===== src/rtl/cpu_decode_pkg.sv =====
// constants, register map and types for the opcode decoder and mask unit
package cpu_decode_pkg;

  // register byte addresses
  localparam logic [7:0] ADDR_INSTR  = 8'h00;
  localparam logic [7:0] ADDR_DECODE = 8'h04;
  localparam logic [7:0] ADDR_STATUS = 8'h08;
  localparam logic [7:0] ADDR_ACK    = 8'h0c;

  // field positions of the instruction and status registers
  localparam int INSTR_OP_LSB  = 0;
  localparam int INSTR_ACC_LSB = 8;
  localparam int INSTR_FLG_LSB = 16;
  localparam int STATUS_SOUT_BIT = 8;
  localparam int STATUS_HALT_BIT = 9;
  localparam int STATUS_PEND_BIT = 10;
  localparam int STATUS_TGT_LSB  = 16;

  // fixed opcodes
  localparam logic [7:0] OP_IRQ_ON  = 8'hfb;
  localparam logic [7:0] OP_IRQ_OFF = 8'hf3;
  localparam logic [7:0] OP_MASK_WR = 8'h30;
  localparam logic [7:0] OP_MASK_RD = 8'h20;
  localparam logic [7:0] OP_IDLE    = 8'h00;
  localparam logic [7:0] OP_HALT    = 8'h76;

  // accumulator bits used by the mask write
  localparam int MASKWR_EN_BIT      = 3;
  localparam int MASKWR_CLR_HI_BIT  = 4;
  localparam int MASKWR_SOUT_EN_BIT = 6;
  localparam int MASKWR_SOUT_BIT    = 7;
  // mask read layout
  localparam int MASKRD_IE_BIT   = 3;
  localparam int MASKRD_PEND_LSB = 4;
  localparam int MASKRD_SIN_BIT  = 7;
  // flag byte layout
  localparam int FLG_S  = 7;
  localparam int FLG_Z  = 6;
  localparam int FLG_P  = 2;
  localparam int FLG_CY = 0;

  localparam logic [2:0] MEM_CODE   = 3'h6;
  localparam logic [2:0] MASK_RESET = 3'h7;
  localparam logic [2:0] HI_IDX     = 3'h4;
  localparam logic [2:0] SP_UP      = 3'h2;
  localparam logic [2:0] SP_DOWN    = 3'h6;
  localparam logic [2:0] SP_NONE    = 3'h0;

  // state counts per instruction kind
  localparam logic [4:0] T_SHORT   = 5'h04;
  localparam logic [4:0] T_COPY    = 5'h05;
  localparam logic [4:0] T_MEM     = 5'h07;
  localparam logic [4:0] T_PAIR    = 5'h0a;
  localparam logic [4:0] T_STACK   = 5'h0b;
  localparam logic [4:0] T_RET_NO  = 5'h05;
  localparam logic [4:0] T_RET_YES = 5'h0b;
  localparam logic [4:0] T_HALT    = 5'h05;

  typedef enum logic [3:0] {
    CLS_NONE = 4'h0, CLS_COPY = 4'h1, CLS_ALU = 4'h2, CLS_RET = 4'h3,
    CLS_LOAD = 4'h4, CLS_PUSH = 4'h5, CLS_POP = 4'h6, CLS_RESTART = 4'h7,
    CLS_IRQ_ON = 4'h8, CLS_IRQ_OFF = 4'h9, CLS_MASK_WR = 4'ha,
    CLS_MASK_RD = 4'hb, CLS_HALT = 4'hc, CLS_IDLE = 4'hd
  } instr_class_type;

  typedef struct packed {
    logic [2:0]      sp_adj;
    logic            taken;
    logic [1:0]      pair;
    logic [2:0]      alu;
    logic [2:0]      src;
    logic [2:0]      dst;
    logic [4:0]      states;
    instr_class_type cls;
  } decode_type;

  typedef enum logic [1:0] {
    ST_RUN  = 2'b01,
    ST_HALT = 2'b10
  } run_state_type;

endpackage : cpu_decode_pkg


===== src/rtl/cpu_interrupt_mask_and_opcode_decode.sv =====
// opcode decoder with interrupt mask, enable and serial latch control
`timescale 1ns/100ps
`default_nettype none

module cpu_interrupt_mask_and_opcode_decode
  import cpu_decode_pkg::*;
(
  input  wire logic        clk,
  input  wire logic        rst_n,
  input  wire logic        psel,
  input  wire logic        penable,
  input  wire logic        pwrite,
  input  wire logic [7:0]  paddr,
  input  wire logic [31:0] pwdata,
  output var  logic [31:0] prdata,
  output var  logic        pready,
  output var  logic        pslverr,
  input  wire logic [2:0]  restart_in,
  input  wire logic        serial_in_line,
  output var  logic        serial_out_latch,
  output var  logic        irq_enabled,
  output var  logic        halted,
  output var  logic        irq_taken,
  output var  logic [2:0]  irq_which
);

  // condition select: nz z nc c po pe p m
  function automatic logic cond_met(input logic [2:0] ccc,
                                    input logic [7:0] flg);
    logic f;
    f = 1'b0;
    unique case (ccc[2:1])
      2'b00: f = flg[FLG_Z];
      2'b01: f = flg[FLG_CY];
      2'b10: f = flg[FLG_P];
      2'b11: f = flg[FLG_S];
    endcase
    return f == ccc[0];
  endfunction : cond_met

  function automatic logic is_mem(input logic [2:0] field);
    return field == MEM_CODE;
  endfunction : is_mem

  logic [3:0]    sync1_q, sync1_d, sync2_q, sync2_d;
  logic          hi_prev_q, hi_prev_d;
  logic [2:0]    mask_q, mask_d;
  logic          hi_req_q, hi_req_d;
  logic          ie_q, ie_d;
  logic          on_pend_q, on_pend_d;
  logic          sout_q, sout_d;
  run_state_type state_q, state_d;
  logic [23:0]   instr_q, instr_d;
  decode_type    dec_q, dec_d;
  logic [31:0]   rdata_q, rdata_d;
  logic          take_q, take_d;
  logic [2:0]    which_q, which_d;

  logic        wr_acc, rd_setup, mapped, exec, take, hi_edge;
  logic [7:0]  op, acc, flg, mask_rd_val;
  logic [2:0]  pend, live, pick;
  logic [15:0] tgt;

  // apb decode; no wait states so pready stays high
  assign mapped   = paddr == ADDR_INSTR || paddr == ADDR_DECODE ||
                    paddr == ADDR_STATUS || paddr == ADDR_ACK;
  assign pready   = 1'b1;
  assign pslverr  = psel && penable && !mapped;
  assign wr_acc   = psel && penable && pwrite && mapped;
  assign rd_setup = psel && !penable && !pwrite;
  assign op  = pwdata[INSTR_OP_LSB +: 8];
  assign acc = pwdata[INSTR_ACC_LSB +: 8];
  assign flg = pwdata[INSTR_FLG_LSB +: 8];
  // a halted core ignores instruction writes
  assign exec = wr_acc && paddr == ADDR_INSTR && state_q == ST_RUN;

  // pending requests; the low two inputs are level sensed
  assign pend = {hi_req_q, sync2_q[1:0]};
  assign live = pend & ~mask_q;
  assign take = ie_q && (live != 3'h0) && !exec;
  assign pick = live[2] ? 3'h4 : (live[1] ? 3'h2 : 3'h1);
  assign mask_rd_val = {sync2_q[3], pend, ie_q, mask_q};
  assign tgt = {10'h000, instr_q[INSTR_OP_LSB + 3 +: 3], 3'h0};
  assign hi_edge = sync2_q[2] && !hi_prev_q;

  // opcode decode from the byte being written; returns also use the flag byte
  always_comb
  begin
    dec_d = dec_q;
    if (exec)
    begin
      dec_d = '0;
      dec_d.cls    = CLS_NONE;
      dec_d.dst    = op[5:3];
      dec_d.src    = op[2:0];
      dec_d.alu    = op[5:3];
      dec_d.pair   = op[5:4];
      dec_d.sp_adj = SP_NONE;
      if (op == OP_HALT)
      begin
        dec_d.cls    = CLS_HALT;
        dec_d.states = T_HALT;
      end
      else if (op == OP_IDLE)
      begin
        dec_d.cls    = CLS_IDLE;
        dec_d.states = T_SHORT;
      end
      else if (op == OP_IRQ_ON || op == OP_IRQ_OFF)
      begin
        dec_d.cls    = (op == OP_IRQ_ON) ? CLS_IRQ_ON : CLS_IRQ_OFF;
        dec_d.states = T_SHORT;
      end
      else if (op == OP_MASK_WR || op == OP_MASK_RD)
      begin
        dec_d.cls    = (op == OP_MASK_WR) ? CLS_MASK_WR : CLS_MASK_RD;
        dec_d.states = T_SHORT;
      end
      else if (op[7:6] == 2'b01)
      begin
        dec_d.cls    = CLS_COPY;
        dec_d.states = (is_mem(op[5:3]) || is_mem(op[2:0])) ?
                       T_MEM : T_COPY;
      end
      else if (op[7:6] == 2'b10)
      begin
        dec_d.cls    = CLS_ALU;
        dec_d.states = is_mem(op[2:0]) ? T_MEM : T_SHORT;
      end
      else if (op[7:6] == 2'b00 && op[3:0] == 4'h1)
      begin
        dec_d.cls    = CLS_LOAD;
        dec_d.states = T_PAIR;
      end
      else if (op[7:6] == 2'b11 && op[2:0] == 3'h0)
      begin
        dec_d.cls    = CLS_RET;
        dec_d.taken  = cond_met(op[5:3], flg);
        dec_d.states = dec_d.taken ? T_RET_YES : T_RET_NO;
        dec_d.sp_adj = dec_d.taken ? SP_UP : SP_NONE;
      end
      else if (op[7:6] == 2'b11 && op[3:0] == 4'h5)
      begin
        dec_d.cls    = CLS_PUSH;
        dec_d.states = T_STACK;
        dec_d.sp_adj = SP_DOWN;
      end
      else if (op[7:6] == 2'b11 && op[3:0] == 4'h1)
      begin
        dec_d.cls    = CLS_POP;
        dec_d.states = T_PAIR;
        dec_d.sp_adj = SP_UP;
      end
      else if (op[7:6] == 2'b11 && op[2:0] == 3'h7)
      begin
        dec_d.cls    = CLS_RESTART;
        dec_d.states = T_STACK;
        dec_d.sp_adj = SP_DOWN;
      end
    end
  end

  // interrupt control, masks, serial latch and run state
  always_comb
  begin
    sync1_d   = {serial_in_line, restart_in};
    sync2_d   = sync1_q;
    hi_prev_d = sync2_q[2];
    mask_d    = mask_q;
    hi_req_d  = hi_req_q;
    ie_d      = ie_q;
    on_pend_d = on_pend_q;
    sout_d    = sout_q;
    state_d   = state_q;
    instr_d   = instr_q;
    take_d    = 1'b0;
    which_d   = which_q;
    if (exec)
    begin
      instr_d = pwdata[23:0];
      // ie rises once the next instruction ends, even a second enable, unless that instruction is a disable
      if (on_pend_q)
      begin
        ie_d      = 1'b1;
        on_pend_d = 1'b0;
      end
      unique case (op)
        OP_IRQ_ON:  on_pend_d = 1'b1;
        OP_IRQ_OFF:
        begin
          ie_d      = 1'b0;
          on_pend_d = 1'b0;
        end
        OP_MASK_WR:
        begin
          if (acc[MASKWR_EN_BIT])
            mask_d = acc[2:0];
          if (acc[MASKWR_CLR_HI_BIT])
            hi_req_d = 1'b0;
          if (acc[MASKWR_SOUT_EN_BIT])
            sout_d = acc[MASKWR_SOUT_BIT];
        end
        OP_MASK_RD: instr_d[INSTR_ACC_LSB +: 8] = mask_rd_val;
        OP_HALT:    state_d = ST_HALT;
        default:    ;
      endcase
    end
    else if (wr_acc && paddr == ADDR_ACK && pwdata[2])
      hi_req_d = 1'b0;
    // recognition: ie drops and the halt is left
    if (take)
    begin
      ie_d      = 1'b0;
      on_pend_d = 1'b0;
      state_d   = ST_RUN;
      take_d    = 1'b1;
      which_d   = pick;
      if (pick == HI_IDX)
        hi_req_d = 1'b0;
    end
    // a fresh edge beats any clear in the same cycle
    if (hi_edge)
      hi_req_d = 1'b1;
  end

  // read data is staged in setup so it is stable in the access cycle
  always_comb
  begin
    rdata_d = rdata_q;
    if (rd_setup)
    begin
      unique case (paddr)
        ADDR_INSTR:  rdata_d = {8'h00, instr_q};
        ADDR_DECODE: rdata_d = {8'h00, dec_q};
        ADDR_STATUS: rdata_d = {tgt, 5'h00, on_pend_q,
                                state_q == ST_HALT, sout_q, mask_rd_val};
        default:     rdata_d = 32'h0000_0000;
      endcase
    end
  end

  // all state registers; reset values are constants only
  always_ff @(posedge clk or negedge rst_n)
  begin
    if (!rst_n)
    begin
      sync1_q   <= 4'h0;
      sync2_q   <= 4'h0;
      hi_prev_q <= 1'b0;
      mask_q    <= MASK_RESET;
      hi_req_q  <= 1'b0;
      ie_q      <= 1'b0;
      on_pend_q <= 1'b0;
      sout_q    <= 1'b0;
      state_q   <= ST_RUN;
      instr_q   <= 24'h00_0000;
      dec_q     <= '0;
      rdata_q   <= 32'h0000_0000;
      take_q    <= 1'b0;
      which_q   <= 3'h0;
    end
    else
    begin
      sync1_q   <= sync1_d;
      sync2_q   <= sync2_d;
      hi_prev_q <= hi_prev_d;
      mask_q    <= mask_d;
      hi_req_q  <= hi_req_d;
      ie_q      <= ie_d;
      on_pend_q <= on_pend_d;
      sout_q    <= sout_d;
      state_q   <= state_d;
      instr_q   <= instr_d;
      dec_q     <= dec_d;
      rdata_q   <= rdata_d;
      take_q    <= take_d;
      which_q   <= which_d;
    end
  end

  assign prdata           = rdata_q;
  assign serial_out_latch = sout_q;
  assign irq_enabled      = ie_q;
  assign halted           = state_q == ST_HALT;
  assign irq_taken        = take_q;
  assign irq_which        = which_q;
endmodule : cpu_interrupt_mask_and_opcode_decode

`default_nettype wire


===== config.mk =====
export PLATFORM = sky130hd
export DESIGN_NAME = cpu_interrupt_mask_and_opcode_decode
export DESIGN_NICKNAME = d
export VERILOG_FILES = /design/src/rtl/cpu_decode_pkg.sv /design/src/rtl/cpu_interrupt_mask_and_opcode_decode.sv
export SDC_FILE = /design/constraint.sdc
export NUM_CORES = 1
export LEC_CHECK = 0
export ABC_AREA = 1
export BUFFER_PORTS_ARGS = -buffer_cell sky130_fd_sc_hd__buf_2
export CORE_ASPECT_RATIO = 0.6
export CORE_MARGIN = 2
export CORE_UTILIZATION = 40
export DETAILED_ROUTE_END_ITERATION = 8
export SETUP_SLACK_MARGIN = 0.4
export SYNTH_ARGS = -nofsm -noshare
export SYNTH_HDL_FRONTEND = slang
export SYNTH_SLANG_ARGS = --single-unit

===== constraint.sdc =====
create_clock -name clk -period 2.29 [get_ports clk]
set_clock_uncertainty 0.1 [all_clocks]
set_input_delay 0.5725 -clock clk [delete_from_list [all_inputs] [get_ports clk]]
set_output_delay 0.5725 -clock clk [all_outputs]
set_load 0.005 [all_outputs]

* After elaboration in Yosys (flattened, before gate mapping)
Index checks and enable logic that the tools add are counted.
Cells by class: equal/unequal tests 23, multiplexer cells 61, bitwise logic cells 2, reductions and logical operators 42
Operators with widths (count):
- $mux W8 | 12
- $pmux W24 S3 | 1
- $mux W4 | 8
- $mux W1 | 27
- $logic_and A1 B1 Y1 | 18
- $eq A8 B4 Y1 const B | 2
- $eq A8 B6 Y1 const B | 2
- $eq A8 B8 Y1 const B | 2
- $logic_not A8 Y1 | 2
- $mux W3 | 5
- $mux W2 | 7
- $eq A3 B3 Y1 const B | 4
- $eq A2 B2 Y1 const B | 5
- $eq A8 B3 Y1 const B | 1
- $eq A8 B7 Y1 const B | 1
- $eq A2 B1 Y1 const B | 3
- $logic_or A1 B1 Y1 | 6
- $reduce_and A3 Y1 | 2
- $reduce_bool A3 Y1 | 2
- $logic_not A1 Y1 | 5
- $eq A4 B1 Y1 const B | 1
- $eq A4 B3 Y1 const B | 1
- $logic_not A2 Y1 | 2
- $pmux W1 S4 | 1
- other kinds (6) | 8
Word-level totals: register bits after elaboration 99, output and inout port bits 41

* Longest topological paths before layout
Gate-level depths: netlist of run 1.
depth after elaboration 21, gate-level depth with buffers 12, depth with buffers taken out 11

* Least setup slack after synthesis of run 1
Ideal clock, no wire load.
kind input port to flip-flop, start in paddr[6], end reg dec_q[0] (netlist bit), setup time 123 ps, arrival time 1535 ps, setup slack 532 ps, stages on the path 10, path buffers 2, cell sequence inv_1 > nand2_1 > nor2_4 > o211ai_1 > nand2_2 > nand3_2 > buf_2 > buf_6 > nand2_1 > nand2_1
Between the ends: cells in the longest elaborated chain, start to end 7, elaborated cells between the ends (all ways) 10
RTL lines:
- from (decl) | line cpu_interrupt_mask_and_opcode_decode.sv:13 | input wire logic [7:0] paddr,
- $eq A8 B3 Y1 / $logic_not A8 Y1 (equally long branches) | line cpu_interrupt_mask_and_opcode_decode.sv:65, cpu_interrupt_mask_and_opcode_decode.sv:75
- $logic_or A1 B1 Y1 (2 in a row) | line cpu_interrupt_mask_and_opcode_decode.sv:65 | assign mapped = paddr == ADDR_INSTR || paddr == ADDR_DECODE ||
- $logic_or A1 B1 Y1 | line cpu_interrupt_mask_and_opcode_decode.sv:66 | paddr == ADDR_STATUS || paddr == ADDR_ACK;
- $logic_and A1 B1 Y1 | line cpu_interrupt_mask_and_opcode_decode.sv:69 | assign wr_acc = psel && penable && pwrite && mapped;
- $logic_and A1 B1 Y1 * (2 in a row) | line cpu_interrupt_mask_and_opcode_decode.sv:75 | assign exec = wr_acc && paddr == ADDR_INSTR && state_q == ST_RUN;
- to (signal assigned) | line cpu_interrupt_mask_and_opcode_decode.sv:257 | dec_q <= '0;
- to (signal assigned) | line cpu_interrupt_mask_and_opcode_decode.sv:274 | dec_q <= dec_d;
- to (decl) | line cpu_interrupt_mask_and_opcode_decode.sv:54 | decode_type dec_q, dec_d;
Mark *: on every way between the ends. The rest lies on a longest branch, timed or not. A chain may end at the register's enable or synchronous reset.

* Worst setup path in the final report of run 1
start in paddr[7], end out pslverr
Between the ends: cells in the longest elaborated chain, start to end 6, elaborated cells between the ends (all ways) 9
RTL lines:
- $eq A8 B3 Y1 / $logic_not A8 Y1 (equally long branches) | line cpu_interrupt_mask_and_opcode_decode.sv:65
- $logic_or A1 B1 Y1 (2 in a row) | line cpu_interrupt_mask_and_opcode_decode.sv:65
- $logic_or A1 B1 Y1 * | line cpu_interrupt_mask_and_opcode_decode.sv:66
- $logic_not A1 Y1 * | line cpu_interrupt_mask_and_opcode_decode.sv:68 | assign pslverr = psel && penable && !mapped;
- $logic_and A1 B1 Y1 * | line cpu_interrupt_mask_and_opcode_decode.sv:68
- to (decl) | line cpu_interrupt_mask_and_opcode_decode.sv:17 | output var logic pslverr,
Marked as above.

==> run metrics, run 1 <==
wire length per cell=about 15 um; Yosys warnings=0; switching part of the total=0.231; # diodes=0; R2R depth=7; core area=0.00984 sq mm; die width=134 um; Most used DFF post-synth=dfrtp_1; CP Capture Type=output pin; critical path startpoint=paddr[7]; RSZ-0062 raised after global routing=true; outcome=complete, no violations; combinational power share=0.063; startpoint types=input port; busiest grt layer=met2; fmax=0.518 GHz; Required @ worst endpoint=1.62 ns; P_sw=0.706 mW; synthesized flop and latch total=81; number of synthesized flops with an enable pin=0; vias in the first global route=3605; minimum clock period=1.93 ns; Port-buffer cells=72; Pleak=2.67 nW; Num CTS Buffers=9; Tightest Hold Check Type=input port to async pin; DRC=0; DIE HEIGHT=81.8 um; Hold Fails Final Rpt=0; Clk pin slew, worst setup/hold paths=0.06 ns; setup ws final=0.358 ns; DR iter-0 viols=294; area of the mapped netlist=0.00404 sq mm; Overflow after GRT=0; die footprint=0.0109 sq mm; Setup-failing EPs final=0; dpl ws=0.121 ns; nets=646; Initial Utilization=0.410; met3 Use GR=0.0580; worst skew pair latency=0.34 ns; Ports=90; Sink Count=81; setup TNS=0 ns; Unique masters post-synth=33; largest net degree at the start of global routing=37; H-tree levels=3; register area share after synthesis=0.503; met1 GRT Util=0.317; Sequential Power Share=0.473; clock buffer depth=2; Root Driver=clkbuf_16; crit-path max FO=4; total track usage=0.219; share of cells above drive strength 1=0.223; Final Cycle Share=0.844; FILL cells=1000; pwr dens=618 mW/mm^2; first-pass GRT wire length=around 18000 um; Slew Limit Fails=0; CP arrival=1.26 ns; post-synthesis cell count=slightly above 500; vias per std cell=about 5; Layout area overhead=22.4%; fraction of registers with async set or reset after synthesis=1.00; post-detailed-route count of antenna-violating nets=0; antenna violations before repair=0; Clk network pwr share=0.464; total wire length=between 10000 and 15000 um; Detail Placement HPWL=8370 um; crit path kind=input port to output pin; worst hold slack=between 0.06 and 0.07 ns; Rows=28; register-to-register setup slack=0.48 ns; via count=3673; Final Wtd Congestion=0.903; CTS tree=yes; Post-CTS Hold Buffers=0; # Max-Cap Violations=0; drt pass-1 iters=5; average cell area after synthesis=7.84 sq um; IR Drop Worst-Case VDD=0.000361 V; Int Power=2.35 mW; RR Startpoint=state_q[0]; routing usage on met2=0.325
timing repair:
item / 4_1_cts / 5_1_grt
hold endpoints to repair: 0 / 0
buffers inserted: 3 / 2
setup endpoints to repair: 1 / 26
resized for setup: 7 / 14
pin swaps: 6 / 7
power by group through the flow:
stage	Clock [mW]	Sequential (mW)	Combinational [mW]
after global placement	0	1.47	0.178
after floorplan	0	1.47	0.0844
after detailed placement	0	1.47	0.182
final	1.42	1.44	0.194
after CTS	1.45	1.44	0.188
after global routing	1.52	1.44	0.220
path summary, 6_finish.rpt:
path	end
max	pslverr
min	irq_which[1]
max reg2reg	state_q[0]
min reg2reg	sync2_q[0]
max in group asynchronous	mask_q[1]
min in group clk	sync1_q[1]
metal layers:
| layer | vias up | wire length [um] |
|---|---|---|
| met1 | 1723 | 5490 |
| met4 | 0 | 174 |
| met3 | 15 | 897 |
| li1 | 1783 | - |
| met2 | 152 | 4550 |
| met5 | - | 0 |
kinds of logic after synthesis:
logic type | Yosys count | share of synthesized area
simple gates | 245 | 0.259
buf+inv | 98 | 0.109
compound gates | 89 | 0.127
other cells | 2 | 0.00186
flops | 81 | 0.503
per-stage QoR:
step	power [mW]	area [sq um]	cells	util
2_1_floorplan	1.55	4070	522	-
3_3_place_gp	1.65	4550	716	0.462
3_5_place_dp	1.65	4550	716	0.462
4_1_cts	3.08	4880	735	0.496
5_1_grt	3.18	4940	737	0.502
6_report	3.06	4940	737	0.502
cell usage in the layout (no fill, tap or decap), types with 3 or more instances in the layout:
| cell type | netlist | routed |
|---|---|---|
| dfstp_2 | 4 | 4 |
| o22ai_1 | 10 | 10 |
| o211ai_1 | 13 | 13 |
| a21oi_1 | 12 | 12 |
| clkbuf_16 | 0 | 9 |
| nor3_1 | 4 | 4 |
| a21o_1 | 3 | 3 |
| nand3_1 | 24 | 24 |
| nand2_2 | 3 | 6 |
| nand2_1 | 163 | 160 |
| buf_2 | 5 | 66 |
| buf_4 | 10 | 16 |
| nor2_2 | 2 | 3 |
| o21ai_0 | 44 | 44 |
| dfrtp_1 | 77 | 77 |
| buf_6 | 4 | 5 |
| inv_2 | 4 | 9 |
| conb_1 | 2 | 9 |
| nor2_1 | 35 | 34 |
| nand4_1 | 6 | 6 |
| inv_1 | 68 | 62 |
state kept, by name (all words and copies together), names as in the netlist:
register and flops:
instr_q 24, prdata 24, dec_q 11, sync1_q 4, sync2_q 4, irq_which 3
mask_q 3, state_q 2, hi_prev_q 1, hi_req_q 1, irq_enabled 1, irq_taken 1
on_pend_q 1, serial_out_latch 1
worst max-delay path, cell delays in order:
cell and delay [ns]:
buf_6 0.10, inv_2 0.04, nand2_2 0.06, nor2_4 0.13, o211ai_1 0.11, nand2_2 0.09, nor2_1 0.05, buf_2 0.12
synthesized netlist by cell type, types with 5 or more instances:
| cell type | n | area share |
|---|---|---|
| buf_4 | 10 | 0.019 |
| o21ai_0 | 44 | 0.055 |
| clkbuf_1 | 6 | 0.0056 |
| inv_1 | 68 | 0.063 |
| nor2_1 | 35 | 0.033 |
| o22ai_1 | 10 | 0.015 |
| nand4_1 | 6 | 0.0093 |
| nand2_1 | 163 | 0.15 |
| buf_2 | 5 | 0.0062 |
| o211ai_1 | 13 | 0.024 |
| a21oi_1 | 12 | 0.015 |
| dfrtp_1 | 77 | 0.48 |
| nand3_1 | 24 | 0.030 |
layout make-up:
cell class | count | area (sq um) | area share
timing repair buffer | 90 | 562 | 0.114
tap | 135 | 169 | 0.0342
inverter | 72 | 275 | 0.0557
sequential | 81 | 2030 | 0.411
clock inverter | 5 | 56.3 | 0.0114
multi-input combinational | 343 | 1620 | 0.327
clock buffer | 11 | 233 | 0.0471
Power figures use the tool's default switching activity.
==> run 2, diff against run 1 <==
Clock period 2.29 ns to 1.85 ns, I/O delays scaled along.
==> run 2 against run 1 <==
Final area up 26%. Critical endpoint unchanged. The run now ends with hold timing left. Worst setup slack worse by 0.27 ns. Non-clock buffer count up 60. Largest power group is now the clock network. First-iteration DRC count up 11%. Clock-buffer cell count up 1.
==> run metrics, run 2 (synthesis results as in run 1) <==
RSZ-0062 raised after global routing=true (unchanged); CP arrival=1.20 ns (was 1.26 ns); Rows=28 (unchanged); Sink Count=81 (unchanged); vias in the first global route=3866 (was 3605); design area=0.00624 sq mm (was 0.00494 sq mm); total wire length=12700 um (was 11100 um); RR Startpoint=state_q[0] (unchanged); Initial Utilization=0.410 (unchanged); CTS tree=yes (unchanged); Ports=90 (unchanged); combinational power share=0.076 (was 0.063); switching part of the total=0.219 (was 0.231); post-detailed-route count of antenna-violating nets=0 (unchanged); commonest non-fill, non-tap cells in the layout=nand2_1 (121), dfrtp_1 (77), buf_2 (65) (was nand2_1 (160), dfrtp_1 (77), buf_2 (66)); Tightest Hold Check Type=input port to async pin (unchanged); CP max-delay cell=nor2_4 (unchanged); Cell Area, Placed=0.00491 sq mm (was 0.00455 sq mm); drt pass-1 iters=5 (unchanged); core area=0.00984 sq mm (unchanged); crit-path max FO=5 (was 4); outcome=finished with violations (was complete, no violations); fin cells=798 (was 737); P_sw=0.873 mW (was 0.706 mW); Setup-failing EPs final=0 (unchanged); vias per std cell=5.04 (was 4.98); failing checks=hold timing; Final Wtd Congestion=0.877 (was 0.903); Clk network pwr share=0.475 (was 0.464); Int Power=3.11 mW (was 2.35 mW); Power, Total=3.98 mW (was 3.06 mW); minimum clock period=about 1.8 ns; H-tree levels=3 (unchanged); slowest stage delay, CP=0.17 ns (was 0.13 ns); Root Driver=clkbuf_16 (unchanged); worst slew pin tran=0.521 ns; dpl cells=750 (was 716); Worst R2R End=instr_q[19] (was state_q[0]); Final Cycle Share=0.953; largest net degree at the start of global routing=35 (was 37); critical path startpoint=paddr[1] (was paddr[7]); Clk pin slew, worst setup/hold paths=0.06 ns (about the same); register-to-register setup slack=0.10 ns (was 0.48 ns); setup TNS=0 ns (unchanged); pwr dens=638 mW/mm^2 (was 618 mW/mm^2); fmax=0.567 GHz; antenna violations before repair=0 (unchanged); share of cells above drive strength 1=0.434 (was 0.223); DRC=0 (unchanged); nets=708 (was 646); worst rel slew slack=0.652; most common cell after layout, fill and taps aside=nand2_1 (unchanged); startpoint types=input port (unchanged); Required @ worst endpoint=1.29 ns (was 1.62 ns); Sequential Power Share=0.449 (was 0.473); die width=134 um (unchanged); clock buffer depth=2 (unchanged); Layout area overhead=54.4% (was 22.4%); WP buf/inv=3 (unchanged); die footprint=0.0109 sq mm (unchanged); Slew Limit Fails=0 (unchanged); IR Drop Worst-Case VDD=0.000573 V (was 0.000361 V); DIE HEIGHT=81.8 um (unchanged); worst hold slack=-0.00990 ns (was 0.0678 ns); worst-path cell chain=buf_6 > nor2_4 > buf_6 > o211ai_1 > nand2_2 > nor2_2 > buf_2 (was buf_6 > inv_2 > nand2_2 > nor2_4 > o211ai_1 > nand2_2 > nor2_1 > buf_2); # Max-Cap Violations=0 (unchanged); Port-buffer cells=72 (unchanged); Num CTS Buffers=9 (unchanged); via count=4018 (was 3673); total track usage=0.229 (was 0.219); Hold Fails Final Rpt=12 (was 0); Pleak=3.26 nW (was 2.67 nW); crit path kind=input port to output pin (unchanged); CP Capture Type=output pin (unchanged); Post-CTS Hold Buffers=0 (unchanged); # diodes=0 (unchanged); CP top delay family=simple AND/OR/NAND/NOR gates (unchanged); first-pass GRT wire length=19300 um (was 18300 um); worst skew pair latency=0.33 ns (was 0.34 ns); R2R depth=8 (was 7); wire length per cell=15.9 um (was 15.1 um); Overflow after GRT=0 (unchanged); most used cell, CP=buf_6 (was nand2_2); Detail Placement HPWL=8640 um (was 8370 um); DR iter-0 viols=326 (was 294)
run 2: changes by cell type in the layout (fill, tap and decap cells not counted), moves of 6 or more:
| cell | before | now |
|---|---|---|
| a21oi_1 | 12 | 6 |
| a21oi_2 | 0 | 6 |
| buf_12 | 2 | 10 |
| buf_4 | 16 | 42 |
| buf_6 | 5 | 25 |
| nand2_1 | 160 | 121 |
| nand2_2 | 6 | 26 |
| nand2_4 | 0 | 17 |
| nor2_1 | 34 | 25 |
| o21ai_0 | 44 | 4 |
| o21ai_1 | 2 | 23 |
| o21ai_2 | 0 | 19 |
| o22ai_1 | 10 | 1 |
| o22ai_2 | 0 | 9 |
run 2: worst max path at each step:
stage	to	slack (ns)	cells past startpoint
2_1_floorplan	dec_q[0]	0.25	8
3_3_place_gp	serial_out_latch	-0.07	12
3_5_place_dp	state_q[0]	-0.10	12
4_1_cts	pslverr	0.12	8
5_1_grt	instr_q[19]	0.03	10
6_report	pslverr	0.09	7
run 2: through the flow:
step / hold WS [ns] / util / worst slack, ns
after floorplan: 0.0669 / - / 0.246
final: -0.00990 / 0.634 / 0.0874
after detailed placement: 0.239 / 0.499 / -0.103
after global routing: 0.0174 / 0.634 / 0.0306
after global placement: 0.233 / 0.499 / -0.0750
after CTS: 0.00124 / 0.585 / 0.118
run 2: repair_timing:
action / in CTS / in global routing
endpoints found under the setup margin: 70 / 75
resized for setup: 99 / 96
setup buffers: 14 / 9
gates cloned: 6 / 4
hold endpoints to repair: 0 / 0
pin swaps: 25 / 27
run 2: power by group through the flow:
stage / Combinational [mW] / Clock (mW) / Sequential [mW]
after floorplan: 0.112 / 0 / 1.82
after detailed placement: 0.267 / 0 / 1.82
after CTS: 0.280 / 1.92 / 1.79
after global placement: 0.261 / 0 / 1.82
final: 0.302 / 1.89 / 1.79
after global routing: 0.336 / 1.99 / 1.79
run 2: routing by layer:
metal	vias to the layer above	wire length (um)	global-route usage
li1	1917	-	-
met1	1950	5940	0.316
met2	133	5780	0.370
met3	18	802	0.0543
met4	0	187	0.0479
met5	-	0	0
run 2: layout make-up:
type	count	area (sq um)
Multi-Input combinational cell	344	2080
Sequential cell	81	2030
Tap cell	135	169
Clock inverter	3	65.1
Timing Repair inverter	1	7.51
Fill cell	823	3610
Timing Repair Buffer	150	1330
Inverter	72	312
Clock buffer	12	246
==> run 3, diff against run 2 <==
Settings changed: ABC_AREA 1 to 0, CTS_BUF_LIST set to sky130_fd_sc_hd__clkbuf_2 sky130_fd_sc_hd__clkbuf_4 sky130_fd_sc_hd__clkbuf_8.
==> run 3 against run 2 <==
Highest routed layer unchanged. Critical path depth shrank 1. Global-route usage up 0.23 points. The run ends with setup timing left. Maximum frequency fell by 6.5%. Final area down 4.4%. Wire length fell by 4.0%. Largest power group is now registers.
==> run metrics, run 3 <==
register-to-register setup slack=-0.04 ns (was 0.10 ns); wire length per cell=17.8 um (was 15.9 um); register area share after synthesis=0.519 (was 0.503); Sink Count=81 (unchanged); slowest stage delay, CP=0.55 ns (was 0.17 ns); Tightest Hold Check Type=input port to register (was input port to async pin); number of synthesized flops with an enable pin=0 (unchanged); area of the mapped netlist=0.00391 sq mm (was 0.00404 sq mm); worst skew pair latency=0.37 ns (was 0.33 ns); Setup-failing EPs final=5 (was 0); Required @ worst endpoint=2.02 ns (was 1.29 ns); failing checks=setup timing (was hold timing); Register Area=0.00203 sq mm (about the same); average cell area after synthesis=9.76 sq um (was 7.84 sq um); CP arrival=2.05 ns (was 1.20 ns); Slew Limit Fails=0 (unchanged); largest family of logic cells by synthesized area=simple AND/OR/NAND/NOR gates (unchanged); Final Cycle Share=1.02 (was 0.953); drt pass-1 iters=5 (unchanged); design area=0.00597 sq mm (was 0.00624 sq mm); Yosys warnings=0 (unchanged); Met3 Wirelength=782 um (was 802 um); # Max-Cap Violations=0 (unchanged); first-pass GRT wire length=18400 um (was 19300 um); RR Startpoint=state_q[0] (unchanged); top cells by count, synth=nand2_1 (94), dfrtp_1 (77), o21ai_0 (44), mux2i_1 (31), nor2_1 (16) (was nand2_1 (163), dfrtp_1 (77), inv_1 (68), o21ai_0 (44), nor2_1 (35)); core area=0.00932 sq mm (was 0.00984 sq mm); Cell Area, Placed=0.00471 sq mm (was 0.00491 sq mm); Clk pin slew, worst setup/hold paths=0.09 ns (was 0.06 ns); FILL cells=764 (was 823); CP Capture Type=register (was output pin); via count=3602 (was 4018); Met2 Routed Length=5450 um (was 5780 um); antenna violations before repair=0 (unchanged); Detail Placement HPWL=7770 um (was 8640 um); largest net degree at the start of global routing=37 (was 35); Worst R2R End=serial_out_latch (was instr_q[19]); Num CTS Buffers=9 (unchanged); Root Driver=clkbuf_8 (was clkbuf_16); vias in the first global route=3429 (was 3866); total wire length=12200 um (was 12700 um); H-tree levels=3 (unchanged); Most used DFF post-synth=dfrtp_1 (unchanged); outcome=finished with violations (unchanged); M1 WL=5800 um (was 5940 um); R2R depth=6 (was 8); Hold Fails Final Rpt=0 (was 12); mux share of post-synthesis cell area=0.108 (was 0); synthesized flop and latch total=81 (unchanged); Pleak=2.97 nW (was 3.26 nW); vias per std cell=5.25 (was 5.04); hold path endpoint=sync1_q[1]; pwr dens=578 mW/mm^2 (was 638 mW/mm^2); post-detailed-route count of antenna-violating nets=0 (unchanged); crit path kind=register to register (was input port to output pin); Final Wtd Congestion=0.861 (was 0.877); WP buf/inv=1 (was 3); fraction of registers with async set or reset after synthesis=1.00 (unchanged); minimum clock period=1.89 ns (was 1.76 ns); adder-cell share of the synthesized area=0 (unchanged); RSZ-0062 raised after global routing=true (unchanged); startpoint types=register (was input port); Post-Synth Simple-Gate Area=0.175 (was 0.259); Overflow after GRT=0 (unchanged); Post-Route Utilization=0.640 (was 0.634); die width=132 um (was 134 um); DRC=0 (unchanged); clock buffer depth=2 (unchanged); worst-path cell chain=nor4b_4 > nand4_1 > buf_6 > nor3_4 > nand2_1 > mux2_4 (was buf_6 > nor2_4 > buf_6 > o211ai_1 > nand2_2 > nor2_2 > buf_2); die footprint=0.0106 sq mm (was 0.0109 sq mm); Rows=27 (was 28); crit-path max FO=4 (was 5); share of cells above drive strength 1=0.516 (was 0.434); Ports=90 (unchanged); Layout area overhead=52.5% (was 54.4%); post-synthesis cell count=401 (was 515); DR iter-0 viols=332 (was 326); share of the synthesized area in the top cell type=0.492 (was 0.477); nets=600 (was 708); DIE HEIGHT=80.6 um (was 81.8 um); Compound-Gate Fraction of Synth Area=0.141 (was 0.127); fmax=0.530 GHz (was 0.567 GHz); Initial Utilization=0.420 (was 0.410); post-synthesis xor/xnor area fraction=0.00224 (was 0); count leader, synth=nand2_1 (unchanged); CP max-delay cell=dfstp_2 (was nor2_4); # diodes=0 (unchanged); most common cell after layout, fill and taps aside=dfrtp_1 (was nand2_1); DR top layer=met4 (unchanged); setup ws final=-0.0361 ns (was 0.0874 ns); CP top delay family=simple AND/OR/NAND/NOR gates (unchanged); synth top area cells=dfrtp_1 (49%), nand2_1 (9.0%), mux2i_1 (7.9%) (was dfrtp_1 (48%), nand2_1 (15%), inv_1 (6.3%)); worst hold stages=1; Port-buffer cells=72 (unchanged); multi-input logic area=0.00217 sq mm (was 0.00208 sq mm); Yosys top cell by area=dfrtp_1 (unchanged); min-delay src=restart_in[1]; Unique masters post-synth=53 (was 33); IR Drop Worst-Case VDD=0.000414 V (was 0.000573 V); commonest non-fill, non-tap cells in the layout=dfrtp_1 (76), buf_2 (66), buf_4 (65) (was nand2_1 (121), dfrtp_1 (77), buf_2 (65)); CTS tree=yes (unchanged); total track usage=0.231 (was 0.229)
-- run 3: cell count changes in the layout (fill, tap and decap cells not counted), sizes merged, moves of 7 or more --
| cell | before | now |
|---|---|---|
| nand3 | 26 | 5 |
| buf | 148 | 163 |
| o31ai | 0 | 7 |
| mux2 | 0 | 7 |
| o211ai | 13 | 1 |
| nor2 | 41 | 16 |
| a22o | 2 | 13 |
| mux2i | 0 | 31 |
| inv | 70 | 7 |
| nand2 | 166 | 96 |
| o22ai | 10 | 1 |
-- run 3: logic make-up after synthesis --
kind of cell / after synthesis
flops: 81
other cells: 2
xor+xnor: 1
simple gates: 151
compound gates: 87
buf+inv: 40
mux: 39
-- run 3: stage by stage --
stage	power [mW]	TNS [ns]	instances	hold slack [ns]	setup slack, ns
2_1_floorplan	1.99	-0.543	408	0.0669	-0.0918
3_3_place_gp	2.14	-7.09	619	0.232	-0.275
3_5_place_dp	2.15	-8.08	619	0.235	-0.318
4_1_cts	3.44	0	674	0.0853	0.0123
5_1_grt	3.58	-1.77	686	0.0795	-0.107
6_report	3.45	-0.128	686	0.0979	-0.0361
-- run 3: how the worst max path moves through the flow --
stage / from / end / slack, ns / depth (start not counted)
5_1_grt: state_q[0] / serial_out_latch / -0.11 / 6
2_1_floorplan: pwdata[1] / serial_out_latch / -0.09 / 6
3_5_place_dp: pwdata[1] / instr_q[8] / -0.32 / 6
4_1_cts: paddr[1] / pslverr / 0.01 / 6
3_3_place_gp: pwdata[1] / mask_q[2] / -0.27 / 6
6_report: state_q[0] / serial_out_latch / -0.04 / 6
-- run 3: final cells by class --
| cell class | count | share of cell area |
|---|---|---|
| clock inverters | 3 | 0.00398 |
| inverters | 6 | 0.00378 |
| repair buffers | 165 | 0.231 |
| well taps | 130 | 0.0273 |
| multi-input cells | 288 | 0.364 |
| flip-flops and latches | 81 | 0.341 |
| clock buffers | 13 | 0.0289 |
-- run 3: what timing repair did --
action,4_1_cts,5_1_grt
pin swaps,27,18
endpoints found under the hold margin,22,0
cloned,6,1
setup buffers,32,11
endpoints found under the setup margin,95,103
resized for setup,86,72
hold buffers,1,0
-- run 3: power breakdown --
part | switching (mW) | leakage (nW) | total [mW] | internal [mW]
clock network | 0.660 | 0.0957 | 1.28 | 0.618
registers | 0.0181 | 1.09 | 1.81 | 1.79
logic | 0.209 | 1.78 | 0.360 | 0.151
-- run 3: routing by layer --
| layer | vias to the layer above | global-route usage |
|---|---|---|
| met1 | 1769 | 0.335 |
| met5 | - | 0 |
| met2 | 133 | 0.345 |
| met4 | 0 | 0.0565 |
| met3 | 22 | 0.0587 |
| li1 | 1678 | - |
